### src/rtl/ep_fifo_pkg.sv
// Shared constants and types for the endpoint FIFO control ends
package ep_fifo_pkg;
    localparam int FIFO_DEPTH = 64;
    localparam int PTR_W = 6;
    localparam int CNT_W = 7;
    localparam logic [CNT_W-1:0] FIFO_FULL_CNT = 7'h40;
    localparam logic [3:0] RX_COUNT_MAX = 4'hf;
    localparam logic [CNT_W-1:0] WARN_4 = 7'h04;
    localparam logic [CNT_W-1:0] WARN_8 = 7'h08;
    localparam logic [CNT_W-1:0] WARN_16 = 7'h10;
    // Register selects on the CPU port (one endpoint pair)
    localparam logic [2:0] REG_TX_DATA = 3'h1;
    localparam logic [2:0] REG_TX_CMD = 3'h3;
    localparam logic [2:0] REG_RX_DATA = 3'h5;
    localparam logic [2:0] REG_RX_STATUS = 3'h6;
    localparam logic [2:0] REG_RX_CMD = 3'h7;
    // Transmit command bits
    localparam int TXC_EN = 0;
    localparam int TXC_LAST = 1;
    localparam int TXC_TOGGLE = 2;
    localparam int TXC_FLUSH = 3;
    localparam int TXC_REFILL = 4;
    localparam int TXC_WL_LO = 5;
    localparam int TXC_ISO_UNLOCK = 7;
    // Receive command bits
    localparam int RXC_EN = 0;
    localparam int RXC_SETUP_IGN = 2;
    localparam int RXC_FLUSH = 3;
    localparam int RXC_WL_LO = 5;
    // Receive status bits
    localparam int RXS_LAST = 4;
    localparam int RXS_TOGGLE = 5;
    localparam int RXS_SETUP = 6;
    localparam int RXS_ERR = 7;
    // Host link token kinds
    typedef enum logic [1:0] {
        TOK_NONE = 2'h0,
        TOK_IN = 2'h1,
        TOK_OUT = 2'h2,
        TOK_SETUP = 2'h3
    } token_type;
    // Handshake answers
    typedef enum logic [1:0] {
        HS_NONE = 2'h0,
        HS_ACK = 2'h1,
        HS_NAK = 2'h2,
        HS_STALL = 2'h3
    } handshake_type;
    function automatic logic [CNT_W-1:0] warn_limit(input logic [1:0] sel);
        case (sel)
            2'h1: warn_limit = WARN_4;
            2'h2: warn_limit = WARN_8;
            2'h3: warn_limit = WARN_16;
            default: warn_limit = '0;
        endcase
    endfunction
endpackage

### src/rtl/ep_link_if.sv
// Link between the endpoint FIFO device end and the host-side engine end
interface ep_link_if;
    ep_fifo_pkg::token_type token;
    logic token_valid;
    logic iso;
    logic stall;
    logic frame_bit0;
    logic in_ready;
    logic tx_byte_req;
    logic [7:0] tx_byte;
    logic tx_byte_valid;
    logic tx_busy;
    logic tx_end;
    logic tx_acked;
    logic [7:0] rx_byte;
    logic rx_byte_valid;
    logic rx_busy;
    logic rx_end;
    logic rx_good;
    logic rx_pid1;
    logic rx_media_err;
    ep_fifo_pkg::handshake_type handshake;
    logic handshake_valid;
    modport device (
        input token, token_valid, iso, stall, frame_bit0, tx_byte_req, tx_busy, tx_end,
        tx_acked, rx_byte, rx_byte_valid, rx_busy, rx_end, rx_good, rx_pid1, rx_media_err,
        output in_ready, tx_byte, tx_byte_valid, handshake, handshake_valid
    );
    modport engine (
        output token, token_valid, iso, stall, frame_bit0, tx_byte_req, tx_busy, tx_end,
        tx_acked, rx_byte, rx_byte_valid, rx_busy, rx_end, rx_good, rx_pid1, rx_media_err,
        input in_ready, tx_byte, tx_byte_valid, handshake, handshake_valid
    );
endinterface

### src/rtl/ep_fifo_ctrl.sv
// Device end: transmit/receive endpoint FIFOs, command and status registers
module ep_fifo_ctrl (
    input wire logic clk_i,
    input wire logic sys_rst_i,
    input wire logic [2:0] reg_addr_i,
    input wire logic reg_wr_i,
    input wire logic reg_rd_i,
    input wire logic [7:0] reg_wdata_i,
    output logic [7:0] reg_rdata_o,
    output logic tx_level_warning_o,
    output logic rx_level_warning_o,
    ep_link_if.device link
);
    logic [7:0] tx_mem [ep_fifo_pkg::FIFO_DEPTH];
    logic [7:0] rx_mem [ep_fifo_pkg::FIFO_DEPTH];
    logic [ep_fifo_pkg::PTR_W-1:0] tx_read_pointer, tx_wr_ptr, tx_saved_ptr;
    logic [ep_fifo_pkg::PTR_W-1:0] rx_rd_ptr, rx_wr_ptr;
    logic [ep_fifo_pkg::CNT_W-1:0] tx_cnt, rx_cnt;
    logic [7:0] tx_cmd, rx_cmd;
    logic [7:0] stat_a, stat_b;
    logic stat_b_valid, setup_held, rx_flush_pend, rx_setup_pkt, rx_drop, rx_was_empty;
    logic tx_wr, rx_rd, tx_pop, rx_push, tx_flush_now, rx_flush_now, refill_now;
    logic setup_tok, out_tok, in_tok, setup_ok, out_ok, in_ok, frame_ok;
    logic [7:0] next_stat;
    logic [ep_fifo_pkg::CNT_W-1:0] rx_free;

    // Token qualification
    assign setup_tok = link.token_valid && link.token == ep_fifo_pkg::TOK_SETUP;
    assign out_tok = link.token_valid && link.token == ep_fifo_pkg::TOK_OUT;
    assign in_tok = link.token_valid && link.token == ep_fifo_pkg::TOK_IN;
    assign frame_ok = tx_cmd[ep_fifo_pkg::TXC_ISO_UNLOCK]
        || link.frame_bit0 == tx_cmd[ep_fifo_pkg::TXC_TOGGLE];
    assign link.in_ready = tx_cmd[ep_fifo_pkg::TXC_EN] && !link.stall
        && (!link.iso || frame_ok);
    assign in_ok = in_tok && link.in_ready;
    // A pending flush or a parked second status cannot take another setup
    assign setup_ok = setup_tok && !rx_cmd[ep_fifo_pkg::RXC_SETUP_IGN]
        && !stat_b_valid && !rx_flush_pend;
    assign out_ok = out_tok && rx_cmd[ep_fifo_pkg::RXC_EN] && !link.stall;

    // Handshake answer to each token
    always_comb begin
        link.handshake = ep_fifo_pkg::HS_NONE;
        link.handshake_valid = 1'b0;
        if (setup_tok && !rx_cmd[ep_fifo_pkg::RXC_SETUP_IGN]) begin
            link.handshake_valid = setup_held || setup_ok;
            link.handshake = ep_fifo_pkg::HS_ACK;
        end else if ((out_tok || in_tok) && link.stall && !link.iso) begin
            link.handshake_valid = 1'b1;
            link.handshake = ep_fifo_pkg::HS_STALL;
        end else if (out_tok && !out_ok && !link.iso) begin
            link.handshake_valid = 1'b1;
            link.handshake = ep_fifo_pkg::HS_NAK;
        end else if (link.rx_end && link.rx_good && !rx_drop && !link.iso) begin
            link.handshake_valid = 1'b1;
            link.handshake = ep_fifo_pkg::HS_ACK;
        end
    end

    // Transmit path: engine adds PID and CRC16 around these bytes
    assign tx_wr = reg_wr_i && reg_addr_i == ep_fifo_pkg::REG_TX_DATA;
    assign tx_pop = link.tx_byte_req && tx_cnt != '0;
    assign tx_flush_now = tx_cmd[ep_fifo_pkg::TXC_FLUSH] && !link.tx_busy;
    assign refill_now = tx_cmd[ep_fifo_pkg::TXC_REFILL] && !link.tx_busy;

    always_ff @(posedge clk_i) begin
        if (tx_wr) begin
            tx_mem[tx_wr_ptr] <= reg_wdata_i;
        end
        if (rx_push) begin
            rx_mem[rx_wr_ptr] <= link.rx_byte;
        end
    end

    // Transmit byte stream to the engine
    always_ff @(posedge clk_i) begin
        if (sys_rst_i) begin
            link.tx_byte <= '0;
            link.tx_byte_valid <= 1'b0;
        end else begin
            link.tx_byte_valid <= tx_pop;
            if (tx_pop) begin
                link.tx_byte <= tx_mem[tx_read_pointer];
            end
        end
    end

    // Transmit pointers and count
    always_ff @(posedge clk_i) begin
        if (sys_rst_i || tx_flush_now) begin
            tx_read_pointer <= '0;
            tx_wr_ptr <= '0;
            tx_cnt <= '0;
        end else if (refill_now) begin
            tx_read_pointer <= tx_saved_ptr;
            tx_cnt <= ep_fifo_pkg::CNT_W'(tx_wr_ptr - tx_saved_ptr)
                + (tx_cnt == ep_fifo_pkg::FIFO_FULL_CNT ? ep_fifo_pkg::FIFO_FULL_CNT : '0);
        end else begin
            if (tx_wr && tx_cnt != ep_fifo_pkg::FIFO_FULL_CNT) begin
                tx_wr_ptr <= tx_wr_ptr + 1'b1;
            end
            if (tx_pop) begin
                tx_read_pointer <= tx_read_pointer + 1'b1;
            end
            tx_cnt <= tx_cnt + ((tx_wr && tx_cnt != ep_fifo_pkg::FIFO_FULL_CNT) ? 7'h01 : 7'h00)
                - (tx_pop ? 7'h01 : 7'h00);
        end
    end

    // Save point for retransmission, taken when software marks the last byte
    always_ff @(posedge clk_i) begin
        if (sys_rst_i) begin
            tx_saved_ptr <= '0;
        end else if (reg_wr_i && reg_addr_i == ep_fifo_pkg::REG_TX_CMD
                && reg_wdata_i[ep_fifo_pkg::TXC_LAST]) begin
            tx_saved_ptr <= tx_read_pointer;
        end
    end

    // Transmit command register; hardware clears arm, last, flush, refill
    always_ff @(posedge clk_i) begin
        if (sys_rst_i) begin
            tx_cmd <= '0;
        end else begin
            if (reg_wr_i && reg_addr_i == ep_fifo_pkg::REG_TX_CMD) begin
                tx_cmd <= reg_wdata_i;
            end
            if (link.tx_end || (in_tok && link.stall && !link.iso)) begin
                tx_cmd[ep_fifo_pkg::TXC_EN] <= 1'b0;
                tx_cmd[ep_fifo_pkg::TXC_LAST] <= 1'b0;
            end
            if (tx_flush_now) begin
                tx_cmd[ep_fifo_pkg::TXC_FLUSH] <= 1'b0;
            end
            if (refill_now) begin
                tx_cmd[ep_fifo_pkg::TXC_REFILL] <= 1'b0;
            end
        end
    end

    // Receive path: engine strips PID and CRC16 before bytes arrive here
    assign rx_rd = reg_rd_i && reg_addr_i == ep_fifo_pkg::REG_RX_DATA;
    assign rx_push = link.rx_byte_valid && !rx_drop && rx_cnt != ep_fifo_pkg::FIFO_FULL_CNT;
    assign rx_flush_now = rx_flush_pend && !link.rx_busy;
    assign rx_free = ep_fifo_pkg::FIFO_FULL_CNT - rx_cnt;

    always_ff @(posedge clk_i) begin
        if (sys_rst_i || rx_flush_now) begin
            rx_rd_ptr <= '0;
            rx_wr_ptr <= '0;
            rx_cnt <= '0;
        end else begin
            if (rx_push) begin
                rx_wr_ptr <= rx_wr_ptr + 1'b1;
            end
            if (rx_rd && rx_cnt != '0) begin
                rx_rd_ptr <= rx_rd_ptr + 1'b1;
            end
            rx_cnt <= rx_cnt + (rx_push ? 7'h01 : 7'h00)
                - ((rx_rd && rx_cnt != '0) ? 7'h01 : 7'h00);
        end
    end

    // Packet context: accept, or drop a repeated setup while still acking it
    always_ff @(posedge clk_i) begin
        if (sys_rst_i) begin
            rx_setup_pkt <= 1'b0;
            rx_drop <= 1'b1;
            setup_held <= 1'b0;
            rx_was_empty <= 1'b0;
        end else begin
            if (setup_tok && !rx_cmd[ep_fifo_pkg::RXC_SETUP_IGN]) begin
                rx_setup_pkt <= 1'b1;
                rx_drop <= setup_held || !setup_ok;
                rx_was_empty <= rx_cnt == '0; // Count before setup bytes land
            end else if (out_tok) begin
                rx_setup_pkt <= 1'b0;
                rx_drop <= !out_ok;
            end else if (link.token_valid) begin
                rx_drop <= 1'b1;
            end
            if (link.token_valid && link.token != ep_fifo_pkg::TOK_SETUP) begin
                setup_held <= 1'b0;
            end else if (link.rx_end && link.rx_good && rx_setup_pkt && !rx_drop) begin
                setup_held <= 1'b1;
            end
        end
    end

    // Status of a finished packet
    always_comb begin
        next_stat = '0;
        next_stat[ep_fifo_pkg::RXS_ERR] = link.rx_media_err;
        next_stat[ep_fifo_pkg::RXS_SETUP] = rx_setup_pkt;
        next_stat[ep_fifo_pkg::RXS_TOGGLE] = link.rx_good
            && (link.iso ? link.frame_bit0 : link.rx_pid1);
        next_stat[ep_fifo_pkg::RXS_LAST] = link.iso || link.rx_good;
    end

    // Two status copies; a read retires the older, a new packet never loses
    always_ff @(posedge clk_i) begin
        if (sys_rst_i) begin
            stat_a <= '0;
            stat_b <= '0;
            stat_b_valid <= 1'b0;
        end else begin
            if (reg_rd_i && reg_addr_i == ep_fifo_pkg::REG_RX_STATUS) begin
                stat_a <= stat_b_valid ? stat_b : 8'h00;
                stat_b_valid <= 1'b0;
                if (link.rx_end && !rx_drop) begin
                    if (stat_b_valid) begin
                        stat_b <= next_stat;
                        stat_b_valid <= 1'b1;
                    end else begin
                        stat_a <= next_stat;
                    end
                end
            end else if (link.rx_end && !rx_drop) begin
                if (stat_a[ep_fifo_pkg::RXS_LAST] && rx_was_empty && rx_setup_pkt) begin
                    stat_b <= next_stat;
                    stat_b_valid <= 1'b1;
                end else begin
                    stat_a <= next_stat | (stat_a & 8'he0);
                end
            end
        end
    end

    // Receive command register; hardware clears arm and flush
    always_ff @(posedge clk_i) begin
        if (sys_rst_i) begin
            rx_cmd <= '0;
            rx_flush_pend <= 1'b0;
        end else begin
            if (reg_wr_i && reg_addr_i == ep_fifo_pkg::REG_RX_CMD) begin
                rx_cmd <= reg_wdata_i & 8'h6d;
                rx_flush_pend <= rx_flush_pend || reg_wdata_i[ep_fifo_pkg::RXC_FLUSH];
            end
            if ((link.rx_end && !rx_drop && !rx_setup_pkt) || (out_tok && link.stall)) begin
                rx_cmd[ep_fifo_pkg::RXC_EN] <= 1'b0;
            end
            if (rx_flush_now) begin
                rx_flush_pend <= 1'b0;
                rx_cmd[ep_fifo_pkg::RXC_FLUSH] <= 1'b0;
            end
        end
    end

    // Warnings: transmit gated by arm so pre-filling stays quiet
    always_ff @(posedge clk_i) begin
        if (sys_rst_i) begin
            tx_level_warning_o <= 1'b0;
            rx_level_warning_o <= 1'b0;
        end else begin
            tx_level_warning_o <= tx_cmd[ep_fifo_pkg::TXC_WL_LO+:2] != 2'h0
                && tx_cmd[ep_fifo_pkg::TXC_EN]
                && tx_cnt <= ep_fifo_pkg::warn_limit(tx_cmd[ep_fifo_pkg::TXC_WL_LO+:2]);
            rx_level_warning_o <= rx_cmd[ep_fifo_pkg::RXC_WL_LO+:2] != 2'h0
                && rx_free <= ep_fifo_pkg::warn_limit(rx_cmd[ep_fifo_pkg::RXC_WL_LO+:2]);
        end
    end

    // Read data register; status count saturates
    always_ff @(posedge clk_i) begin
        if (sys_rst_i) begin
            reg_rdata_o <= '0;
        end else if (reg_rd_i) begin
            case (reg_addr_i)
                ep_fifo_pkg::REG_TX_CMD: reg_rdata_o <= tx_cmd;
                ep_fifo_pkg::REG_RX_CMD: reg_rdata_o <= rx_cmd;
                ep_fifo_pkg::REG_RX_DATA: reg_rdata_o <= rx_mem[rx_rd_ptr];
                ep_fifo_pkg::REG_RX_STATUS: reg_rdata_o <= {stat_a[7:4],
                    rx_cnt > 7'(ep_fifo_pkg::RX_COUNT_MAX) ? ep_fifo_pkg::RX_COUNT_MAX
                    : rx_cnt[3:0]};
                default: reg_rdata_o <= '0;
            endcase
        end
    end
endmodule

### src/flat_wrapper.sv
// flat-port wrapper written by rule: the top's interface ports become plain ports
module ep_fifo_ctrl_flat 
  (clk_i, sys_rst_i, reg_addr_i, reg_wr_i, reg_rd_i, reg_wdata_i, reg_rdata_o, tx_level_warning_o, rx_level_warning_o, link_token, link_token_valid, link_iso, link_stall, link_frame_bit0, link_tx_byte_req, link_tx_busy, link_tx_end, link_tx_acked, link_rx_byte, link_rx_byte_valid, link_rx_busy, link_rx_end, link_rx_good, link_rx_pid1, link_rx_media_err, link_in_ready, link_tx_byte, link_tx_byte_valid, link_handshake, link_handshake_valid);
  ep_link_if link_i ();
  input wire logic clk_i;
  input wire logic sys_rst_i;
  input wire logic [2:0] reg_addr_i;
  input wire logic reg_wr_i;
  input wire logic reg_rd_i;
  input wire logic [7:0] reg_wdata_i;
  output logic [7:0] reg_rdata_o;
  output logic tx_level_warning_o;
  output logic rx_level_warning_o;
  input wire logic [$bits(link_i.token)-1:0] link_token;
  input wire logic [$bits(link_i.token_valid)-1:0] link_token_valid;
  input wire logic [$bits(link_i.iso)-1:0] link_iso;
  input wire logic [$bits(link_i.stall)-1:0] link_stall;
  input wire logic [$bits(link_i.frame_bit0)-1:0] link_frame_bit0;
  input wire logic [$bits(link_i.tx_byte_req)-1:0] link_tx_byte_req;
  input wire logic [$bits(link_i.tx_busy)-1:0] link_tx_busy;
  input wire logic [$bits(link_i.tx_end)-1:0] link_tx_end;
  input wire logic [$bits(link_i.tx_acked)-1:0] link_tx_acked;
  input wire logic [$bits(link_i.rx_byte)-1:0] link_rx_byte;
  input wire logic [$bits(link_i.rx_byte_valid)-1:0] link_rx_byte_valid;
  input wire logic [$bits(link_i.rx_busy)-1:0] link_rx_busy;
  input wire logic [$bits(link_i.rx_end)-1:0] link_rx_end;
  input wire logic [$bits(link_i.rx_good)-1:0] link_rx_good;
  input wire logic [$bits(link_i.rx_pid1)-1:0] link_rx_pid1;
  input wire logic [$bits(link_i.rx_media_err)-1:0] link_rx_media_err;
  output wire logic [$bits(link_i.in_ready)-1:0] link_in_ready;
  output wire logic [$bits(link_i.tx_byte)-1:0] link_tx_byte;
  output wire logic [$bits(link_i.tx_byte_valid)-1:0] link_tx_byte_valid;
  output wire logic [$bits(link_i.handshake)-1:0] link_handshake;
  output wire logic [$bits(link_i.handshake_valid)-1:0] link_handshake_valid;
  assign link_i.token = link_token;
  assign link_i.token_valid = link_token_valid;
  assign link_i.iso = link_iso;
  assign link_i.stall = link_stall;
  assign link_i.frame_bit0 = link_frame_bit0;
  assign link_i.tx_byte_req = link_tx_byte_req;
  assign link_i.tx_busy = link_tx_busy;
  assign link_i.tx_end = link_tx_end;
  assign link_i.tx_acked = link_tx_acked;
  assign link_i.rx_byte = link_rx_byte;
  assign link_i.rx_byte_valid = link_rx_byte_valid;
  assign link_i.rx_busy = link_rx_busy;
  assign link_i.rx_end = link_rx_end;
  assign link_i.rx_good = link_rx_good;
  assign link_i.rx_pid1 = link_rx_pid1;
  assign link_i.rx_media_err = link_rx_media_err;
  assign link_in_ready = link_i.in_ready;
  assign link_tx_byte = link_i.tx_byte;
  assign link_tx_byte_valid = link_i.tx_byte_valid;
  assign link_handshake = link_i.handshake;
  assign link_handshake_valid = link_i.handshake_valid;
  ep_fifo_ctrl u_core (.clk_i(clk_i), .sys_rst_i(sys_rst_i), .reg_addr_i(reg_addr_i), .reg_wr_i(reg_wr_i), .reg_rd_i(reg_rd_i), .reg_wdata_i(reg_wdata_i), .reg_rdata_o(reg_rdata_o), .tx_level_warning_o(tx_level_warning_o), .rx_level_warning_o(rx_level_warning_o), .link(link_i));
endmodule
### config.mk
export PLATFORM = sky130hd
export DESIGN_NAME = ep_fifo_ctrl_flat
export DESIGN_NICKNAME = d
export VERILOG_FILES = /design/src/rtl/ep_fifo_pkg.sv /design/src/rtl/ep_link_if.sv /design/src/rtl/ep_fifo_ctrl.sv /design/src/flat_wrapper.sv
export SDC_FILE = /design/constraint.sdc
export NUM_CORES = 1
export LEC_CHECK = 0
export BUFFER_PORTS_ARGS = -buffer_cell sky130_fd_sc_hd__clkbuf_2
export CORE_UTILIZATION = 67
export CTS_CLUSTER_DIAMETER = 100
export DETAILED_ROUTE_END_ITERATION = 6
export PLACE_DENSITY_LB_ADDON = 0.3
export SLEW_MARGIN = 20
export SYNTH_ARGS = -nofsm -noshare
export SYNTH_HDL_FRONTEND = slang
export SYNTH_SLANG_ARGS = --single-unit
### constraint.sdc
create_clock -name clk_i -period 6.9 [get_ports clk_i]
set_clock_uncertainty 0.05 [all_clocks]
set_input_delay 0.69 -clock clk_i [delete_from_list [all_inputs] [get_ports clk_i]]
set_output_delay 0.69 -clock clk_i [all_outputs]
set_load 0.03 [all_outputs]
==> results of run 1 <==
power groups by stage:
stage	Clock (mW)	Sequential, mW	Combinational (mW)
6_report	5.94	7.59	1.66
5_1_grt	6.19	7.60	1.78
4_1_cts	5.95	7.59	1.66
3_5_place_dp	0	7.73	1.62
3_3_place_gp	0	7.73	1.58
2_1_floorplan	0	7.66	1.23
through the flow:
stage          power, mW  area (um2)  utilization [%]
6_report            15.2       49300             74.7
5_1_grt             15.6       49300             74.7
4_1_cts             15.2       49300             74.7
3_5_place_dp        9.35       45800             69.4
3_3_place_gp        9.30       45800             69.4
2_1_floorplan       8.89       44800                -
final timing paths:
| path | start | end | slack [ns] |
|---|---|---|---|
| worst max register to register | flop | u_core.reg_rdata_o[7]$_SDFFE_PP0P_ | 3.16 |
| worst max-delay path | flop | u_core.reg_rdata_o[7]$_SDFFE_PP0P_ | 3.16 |
| worst min register to register | u_core.tx_saved_ptr[4]$_SDFFE_PP0P_ | u_core.tx_saved_ptr[4]$_SDFFE_PP0P_ | 0.45 |
| worst min-delay path | link_tx_end | u_core.tx_cmd[0]$_SDFFE_PP0P_ | 0.22 |
worst max-delay path, delay by kind of cell, from the launching register on:
family          cells  cell delay (ns)
compound gates      2             1.24
flops               1             0.96
buf+inv             1             0.55
mux                 2             0.42
simple gates        1             0.26
flip-flops by register name, summed over array words and instances (netlist names), 4 cells and up, named ones only:
register,cells
u_core.stat_b,4
u_core.rx_cnt,7
u_core.link.tx_byte,8
u_core.rx_cmd,5
u_core.tx_wr_ptr,6
u_core.tx_mem,512
u_core.rx_wr_ptr,6
u_core.tx_read_pointer,6
u_core.rx_mem,512
u_core.tx_saved_ptr,6
u_core.rx_rd_ptr,6
u_core.tx_cmd,8
u_core.reg_rdata_o,8
u_core.stat_a,4
u_core.tx_cnt,7
layout by cell type, fill, tap and decap left out, types with 13 or more instances in the layout:
cell type / count
clkbuf_16: 107
buf_4: 27
xnor2_1: 17
inv_1: 39
mux2i_1: 61
clkinv_1: 25
a21oi_1: 50
nor2b_1: 35
clkbuf_1: 23
xor2_1: 18
ha_1: 41
mux4_2: 285
edfxtp_1: 1024
clkbuf_2: 55
a22oi_1: 13
dfxtp_1: 88
nor2_1: 216
bufinv_16: 14
nand3_1: 27
a211oi_1: 28
nand2_1: 95
o21ai_0: 25
nor3_1: 17
layer usage:
metal | global-route usage (%) | vias to the layer above | part of all wire [%]
li1 | - | 9680 | -
met1 | 41.7 | 12123 | 34
met2 | 54.5 | 1718 | 51
met3 | 5.23 | 383 | 8.9
met4 | 17.1 | 0 | 5.9
met5 | 0 | - | 0
cell usage after synthesis (all sizes together) (13+ instances only):
library cell  count
dfxtp            96
inv              39
nor2            216
mux2i            61
mux4            285
buf              62
ha               41
nor2b            35
a22oi            13
a21oi            50
xnor2            17
clkbuf           64
nand2            95
o21ai            25
xor2             18
nor3             17
edfxtp         1024
a211oi           28
nand3            27
kinds of logic (layout without fill, tap and decap cells):
logic type,Yosys count,count (layout)
buffers and inverters,166,318
and+or+nand+nor,459,459
muxes,353,353
xor gates and xnor gates,35,35
AOI/OAI and AO/OA,191,191
adders and majority gates,44,44
DFF,1120,1120
cell type report:
class,instances,area share [%]
timing repair buffer,86,1.10
inverter,40,0.305
sequential,1120,66.3
tap,864,2.19
clock buffer,131,5.63
clock inverter,61,1.45
multi-input combinational,1082,23.0
==> impl_metrics.xml, run 1 <==
<?xml version="1.0" encoding="UTF-8"?>
<metrics>
  <group name="status">
    <metric name="run_status" unit="">finished with violations</metric>
    <metric name="violations" unit="">DRC</metric>
  </group>
  <group name="worst_hold_path">
    <metric name="worstHoldPathCells" unit="">2</metric>
    <metric name="min-delay-path-class" unit="">in2reg</metric>
  </group>
  <group name="route">
    <metric name="via_count" unit="">23904</metric>
    <metric name="drt-vias-per-instance" unit="">7.06</metric>
    <metric name="drtPass1Iterations" unit="">7</metric>
    <metric name="detail_route.iter0.violations" unit="">3614</metric>
    <metric name="postRouteAntennaNets" unit="">0</metric>
    <metric name="routed_wl" unit="mm">108</metric>
    <metric name="drc_violations" unit="">5</metric>
    <metric name="wl_per_cell" unit="um">31.8</metric>
  </group>
  <group name="cells_and_area">
    <metric name="seqCellArea" unit="um2">32700</metric>
    <metric name="finish.cell_count_without_fillers" unit="">3384</metric>
    <metric name="antenna_cells_inserted" unit="">0</metric>
    <metric name="drive_gt1_share" unit="%">21.5</metric>
    <metric name="multi_input_area" unit="um2">11300</metric>
    <metric name="synthToLayoutAreaGrowth" unit="%">10.1</metric>
    <metric name="fillerInstances" unit="">3363</metric>
    <metric name="num-nets-final" unit="">2520</metric>
  </group>
  <group name="logic_synthesis">
    <metric name="synth-simple-area-share" unit="%">4.63</metric>
    <metric name="post_synth_main_area_contributors" unit="">edfxtp_1, mux4_2, dfxtp_1</metric>
    <metric name="synth_fa_ha_area_share" unit="%">1.28</metric>
    <metric name="synth.yosys.warnings" unit="">0</metric>
    <metric name="post-synth-top-area-cell" unit="">edfxtp_1</metric>
    <metric name="synthXorXnorAreaFrac" unit="%">0.684</metric>
    <metric name="post_synthesis_instance_area" unit="um2">44800</metric>
    <metric name="synth-async-reset-ratio" unit="%">0</metric>
    <metric name="postSynthCellCount" unit="">2368</metric>
    <metric name="ys_dominant_reg_cell" unit="">edfxtp_1</metric>
    <metric name="synth_edf_count" unit="">1024</metric>
    <metric name="synth.distinct_cells" unit="">56</metric>
    <metric name="synth-compound-area-share" unit="%">2.85</metric>
    <metric name="synthesis.area_per_instance" unit="um2">18.9</metric>
    <metric name="synth_top_area_share" unit="%">68.6</metric>
    <metric name="ys_seq_area_share" unit="%">72.9</metric>
    <metric name="synth_seq_cells" unit="">1120</metric>
    <metric name="synth_mux_area_share" unit="%">15.9</metric>
    <metric name="synth.net_count" unit="">2451</metric>
    <metric name="synth_top_family_by_area" unit="">multiplexers</metric>
  </group>
  <group name="worst_setup_path">
    <metric name="worstPathRequired" unit="ns">7.37</metric>
    <metric name="worst_path_max_delay_cell" unit="">dfxtp_4</metric>
    <metric name="cp-end-kind" unit="">flop</metric>
    <metric name="cp-start-kind" unit="">flop</metric>
    <metric name="timing.critical_path.arrival" unit="ns">4.21</metric>
    <metric name="setup.worst_path.class" unit="">reg2reg</metric>
    <metric name="timing.critical_path.cells" unit="">buf_4, mux4_2, mux2i_1, a22oi_1, nand3_1, a2111oi_0</metric>
    <metric name="critPathMaxStageDelay" unit="ns">0.96</metric>
    <metric name="reg2reg_depth" unit="">6</metric>
    <metric name="cp_max_fo" unit="">51</metric>
  </group>
  <group name="timing">
    <metric name="period_share" unit="%">54.2</metric>
    <metric name="final-max-slew-violation-count" unit="">0</metric>
    <metric name="timing.hold.ws" unit="ns">0.218</metric>
    <metric name="finalHoldViolCount" unit="">0</metric>
    <metric name="grt_setup_unrepaired" unit="">no</metric>
    <metric name="setup_ws" unit="ns">3.16</metric>
    <metric name="fmax" unit="MHz">268</metric>
    <metric name="worst_slew_pin_slew" unit="ns">1.08</metric>
    <metric name="timing.final.crit_period" unit="ns">3.74</metric>
    <metric name="worst_slew_margin_rel" unit="%">28.2</metric>
    <metric name="fin_tns_setup" unit="ns">0</metric>
    <metric name="report.final.setup_viol" unit="">0</metric>
  </group>
  <group name="placement">
    <metric name="routabilityCongestion" unit="">0.906</metric>
    <metric name="placed_cells_incl_taps" unit="">3192</metric>
    <metric name="dpl.hpwl" unit="mm">59.6</metric>
    <metric name="placement.io_buffers" unit="">60</metric>
    <metric name="pre_cts_slack" unit="ns">3.00</metric>
  </group>
  <group name="clock_network">
    <metric name="post_cts_sizing" unit="">0</metric>
    <metric name="cts_inserted_buffers" unit="">107</metric>
    <metric name="clock_path_buffers" unit="">3</metric>
    <metric name="total_number_of_clock_tree_sinks" unit="">1120</metric>
    <metric name="cts_post_setup_buffers_inserted" unit="">0</metric>
    <metric name="clock_tree.htree_level_count" unit="">3</metric>
    <metric name="cts_tree" unit="">done</metric>
    <metric name="cts_root_buf" unit="">clkbuf_16</metric>
    <metric name="clkTransAtPathRegs" unit="ns">0.06</metric>
    <metric name="worst_skew_pair.late_latency" unit="ns">0.68</metric>
    <metric name="cts_hold_buffers" unit="">0</metric>
  </group>
  <group name="grt">
    <metric name="grt_usage" unit="%">32.6</metric>
    <metric name="vias_in_the_first_global_route" unit="">24311</metric>
    <metric name="antenna_violations_before_repair" unit="">0</metric>
    <metric name="grt_start_max_net_pins" unit="">72</metric>
    <metric name="grt_overflow_total" unit="">0</metric>
    <metric name="grt_first_pass_wirelength" unit="mm">158</metric>
  </group>
  <group name="floorplanning">
    <metric name="die_height" unit="um">261</metric>
    <metric name="die_area" unit="um2">67900</metric>
    <metric name="pin_count" unit="">62</metric>
    <metric name="rows" unit="">94</metric>
    <metric name="floorplan.initialDensity" unit="%">67.9</metric>
    <metric name="placeableCoreArea" unit="um2">66000</metric>
    <metric name="die_width" unit="um">261</metric>
  </group>
  <group name="power_and_ir_drop">
    <metric name="net-switching-power" unit="mW">3.55</metric>
    <metric name="pwr-share-comb" unit="%">10.9</metric>
    <metric name="power.static_leakage" unit="nW">15.2</metric>
    <metric name="power.internal" unit="mW">11.6</metric>
    <metric name="cellPowerDensity" unit="nW/um2">308</metric>
    <metric name="power.sequential.fraction" unit="%">50.0</metric>
    <metric name="power.clock.fraction" unit="%">39.1</metric>
    <metric name="power.share.switching" unit="%">23.4</metric>
    <metric name="peakVddDrop" unit="V">0.000334</metric>
  </group>
  <group name="run">
    <metric name="drv_cap" unit="">0</metric>
  </group>
</metrics>
No activity file was read; power rests on OpenSTA's default activity.
==> run 2, diff against run 1 <==
--- a/config.mk
+++ b/config.mk
@@ -6,7 +6,7 @@
 export NUM_CORES = 1
 export LEC_CHECK = 0
 export BUFFER_PORTS_ARGS = -buffer_cell sky130_fd_sc_hd__clkbuf_2
-export CORE_UTILIZATION = 67
+export CORE_UTILIZATION = 63
 export CTS_CLUSTER_DIAMETER = 100
 export DETAILED_ROUTE_END_ITERATION = 6
 export PLACE_DENSITY_LB_ADDON = 0.3
==> constraint.sdc (replaced) <==
create_clock -name clk_i -period 3.7 [get_ports clk_i]
set_clock_uncertainty 0.05 [all_clocks]
set_input_delay 0.37 -clock clk_i [delete_from_list [all_inputs] [get_ports clk_i]]
set_output_delay 0.37 -clock clk_i [all_outputs]
set_load 0.03 [all_outputs]
==> run 2 against run 1 <==
Global-route usage decreased by 2.3 points. The flow now finishes without violations. Via count up 1.9%. Clock power increased by 85%. Sequential power is 86% higher. Largest cell class unchanged. Routed wire length fell by 0.12%. Count of clock-buffer cells in the layout grew 5. Critical path depth increased by 1. Critical endpoint is now u_core.rx_mem[35][3]$_DFFE_PP_. Highest routed layer is now met5.
==> impl_metrics.xml, run 2 (same netlist as run 1, synthesis figures left out) <==
<?xml version="1.0" encoding="UTF-8"?>
<metrics>
  <group name="status">
    <metric name="run_status" unit="">complete, no violations</metric>
  </group>
  <group name="floorplanning">
    <metric name="die_width" unit="um">269</metric>
    <metric name="die_height" unit="um">269</metric>
    <metric name="pin_count" unit="">62</metric>
    <metric name="die_area" unit="um2">72200</metric>
    <metric name="placeableCoreArea" unit="um2">70100</metric>
    <metric name="floorplan.initialDensity" unit="%">63.9</metric>
    <metric name="rows" unit="">97</metric>
  </group>
  <group name="worst_setup_path">
    <metric name="cp_max_fo" unit="">8</metric>
    <metric name="setup.worst_path.class" unit="">reg2reg</metric>
    <metric name="reg2reg_depth" unit="">7</metric>
    <metric name="critPathLaunch" unit="">u_core.rx_cnt[2]$_SDFF_PP0_</metric>
    <metric name="timing.critical_path.arrival" unit="ns">3.70</metric>
    <metric name="timing.critical_path.cells" unit="">inv_1, ha_1, nand3_1, o211a_1, nor2b_1, nand3_1, nor2_1</metric>
    <metric name="worstPathRequired" unit="ns">3.90</metric>
    <metric name="reg2reg_slack" unit="ns">0.20</metric>
    <metric name="worst_r2r_startpoint" unit="">u_core.rx_cnt[2]$_SDFF_PP0_</metric>
    <metric name="cp-start-kind" unit="">flop</metric>
    <metric name="critPathMaxStageDelay" unit="ns">0.85</metric>
    <metric name="path_common_cell" unit="">nand3_1</metric>
    <metric name="endpoint" unit="">u_core.rx_mem[35][3]$_DFFE_PP_</metric>
    <metric name="worst_path_max_delay_cell" unit="">nor2_1</metric>
    <metric name="rr_endpoint" unit="">u_core.rx_mem[35][3]$_DFFE_PP_</metric>
    <metric name="cp-end-kind" unit="">flop</metric>
  </group>
  <group name="timing">
    <metric name="fin_tns_setup" unit="ns">0</metric>
    <metric name="worst_slew_pin_slew" unit="ns">1.14</metric>
    <metric name="timing.final.crit_period" unit="ns">3.50</metric>
    <metric name="grt_setup_unrepaired" unit="">no</metric>
    <metric name="final-max-slew-violation-count" unit="">0</metric>
    <metric name="worst_slew_margin_rel" unit="%">24.3</metric>
    <metric name="finalHoldViolCount" unit="">0</metric>
    <metric name="period_share" unit="%">94.5</metric>
    <metric name="fmax" unit="MHz">286</metric>
    <metric name="report.final.setup_viol" unit="">0</metric>
  </group>
  <group name="grt">
    <metric name="antenna_violations_before_repair" unit="">3</metric>
    <metric name="vias_in_the_first_global_route" unit="">24654</metric>
    <metric name="grt_start_max_net_pins" unit="">71</metric>
    <metric name="grt_overflow_total" unit="">0</metric>
    <metric name="grt_usage" unit="%">30.3</metric>
    <metric name="grt_first_pass_wirelength" unit="mm">158</metric>
  </group>
  <group name="placement">
    <metric name="routabilityCongestion" unit="">0.882</metric>
    <metric name="dpl.hpwl" unit="mm">64.8</metric>
    <metric name="placement.io_buffers" unit="">60</metric>
  </group>
  <group name="worst_hold_path">
    <metric name="min-delay-path-class" unit="">in2reg</metric>
  </group>
  <group name="route">
    <metric name="drt-vias-per-instance" unit="">6.75</metric>
    <metric name="wl_per_cell" unit="um">29.8</metric>
    <metric name="detail_route.iter0.violations" unit="">3185</metric>
    <metric name="drc_violations" unit="">0</metric>
    <metric name="via_count" unit="">24355</metric>
    <metric name="drtPass1Iterations" unit="">6</metric>
    <metric name="postRouteAntennaNets" unit="">0</metric>
    <metric name="routed_wl" unit="mm">108</metric>
  </group>
  <group name="power_and_ir_drop">
    <metric name="power.static_leakage" unit="nW">16.0</metric>
    <metric name="peakVddDrop" unit="V">0.000536</metric>
    <metric name="cellPowerDensity" unit="nW/um2">561</metric>
  </group>
  <group name="cells_and_area">
    <metric name="mostFrequentLayoutCells" unit="">edfxtp_1, mux4_2, nor2_1</metric>
    <metric name="utilization" unit="%">72.1</metric>
    <metric name="reg.largest.list" unit="">u_core.rx_mem x512, u_core.tx_mem x512</metric>
    <metric name="num-nets-final" unit="">2663</metric>
    <metric name="drive_gt1_share" unit="%">25.3</metric>
    <metric name="synthToLayoutAreaGrowth" unit="%">12.9</metric>
    <metric name="commonest_non_fill_non_tap_cell_in_the_layout" unit="">edfxtp_1</metric>
  </group>
  <group name="run">
    <metric name="drv_cap" unit="">0</metric>
  </group>
  <group name="clock_network">
    <metric name="clkTransAtPathRegs" unit="ns">0.06</metric>
    <metric name="cts_inserted_buffers" unit="">108</metric>
    <metric name="clock_path_buffers" unit="">3</metric>
    <metric name="cts_tree" unit="">done</metric>
    <metric name="clock_tree.htree_level_count" unit="">3</metric>
    <metric name="post_cts_sizing" unit="">0</metric>
    <metric name="cts_hold_buffers" unit="">8</metric>
    <metric name="cts_root_buf" unit="">clkbuf_16</metric>
    <metric name="worst_skew_pair.late_latency" unit="ns">0.68</metric>
    <metric name="total_number_of_clock_tree_sinks" unit="">1120</metric>
    <metric name="cts_post_setup_buffers_inserted" unit="">0</metric>
  </group>
</metrics>
[run 2: changes by cell type in the layout (fill, tap and decap cells not counted), sizes merged]
cell | before | now
diode | 0 | 1
dlygate4sd3 | 0 | 8
clkbuf | 186 | 193
inv | 45 | 41
clkinvlp | 2 | 3
bufinv | 14 | 11
buf | 31 | 163
clkinv | 40 | 48
[run 2: worst max-delay path, delay by kind of cell, from the launching register on]
| kind | cells | cell delay [ns] |
|---|---|---|
| simple gates | 4 | 1.83 |
| compound gates | 1 | 0.43 |
| flops | 1 | 0.38 |
| fa+ha+maj | 1 | 0.24 |
| buf+inv | 1 | 0.13 |
[run 2: stage by stage]
stage	setup WS [ns]	std cells	hold slack, ns	total power, mW	cell area [um2]
2_1_floorplan	0.398	2368	0.400	16.6	44800
3_3_place_gp	0.410	3402	0.411	17.5	47000
3_5_place_dp	0.418	3402	0.425	17.6	47000
4_1_cts	0.293	3609	0.0136	28.4	50600
5_1_grt	0.121	3610	0.0661	29.1	50600
6_report	0.204	3610	0.0611	28.4	50600
[run 2: report_power, final]
group / internal [mW] / switching, mW / leakage, nW
registers: 13.9 / 0.166 / 9.99
logic: 1.54 / 1.78 / 4.29
clock network: 6.24 / 4.73 / 1.70
total: 21.7 / 6.67 / 16.0
[run 2: cell type report]
type / instances / area, um2
Sequential cell: 1120 / 32700
Fill cell: 3951 / 19600
Multi-Input combinational cell: 1082 / 11300
Clock buffer: 136 / 2850
Timing Repair Buffer: 228 / 1700
Tap cell: 940 / 1180
Clock inverter: 63 / 674
Inverter: 40 / 150
Antenna cell: 1 / 2.50
[run 2: layer usage]
| metal | GRT usage, % | wire (um) |
|---|---|---|
| met3 | 5.11 | 9790 |
| met5 | 0 | 32 |
| met4 | 14.1 | 5000 |
| met2 | 50.5 | 54400 |
| met1 | 39.6 | 38400 |
[run 2: worst min-delay path by stage]
stage / from / to / cells after the start
floorplan: u_core.tx_saved_ptr[2]$_SDFFE_PP0P_ / u_core.tx_saved_ptr[2]$_SDFFE_PP0P_ / 2
detailed placement: u_core.tx_saved_ptr[4]$_SDFFE_PP0P_ / u_core.tx_saved_ptr[4]$_SDFFE_PP0P_ / 2
global placement: u_core.tx_saved_ptr[4]$_SDFFE_PP0P_ / u_core.tx_saved_ptr[4]$_SDFFE_PP0P_ / 2
CTS: reg_rd_i / u_core.reg_rdata_o[4]$_SDFFE_PP0P_ / 2
finish: reg_rd_i / u_core.reg_rdata_o[4]$_SDFFE_PP0P_ / 2
global route: reg_rd_i / u_core.reg_rdata_o[4]$_SDFFE_PP0P_ / 2
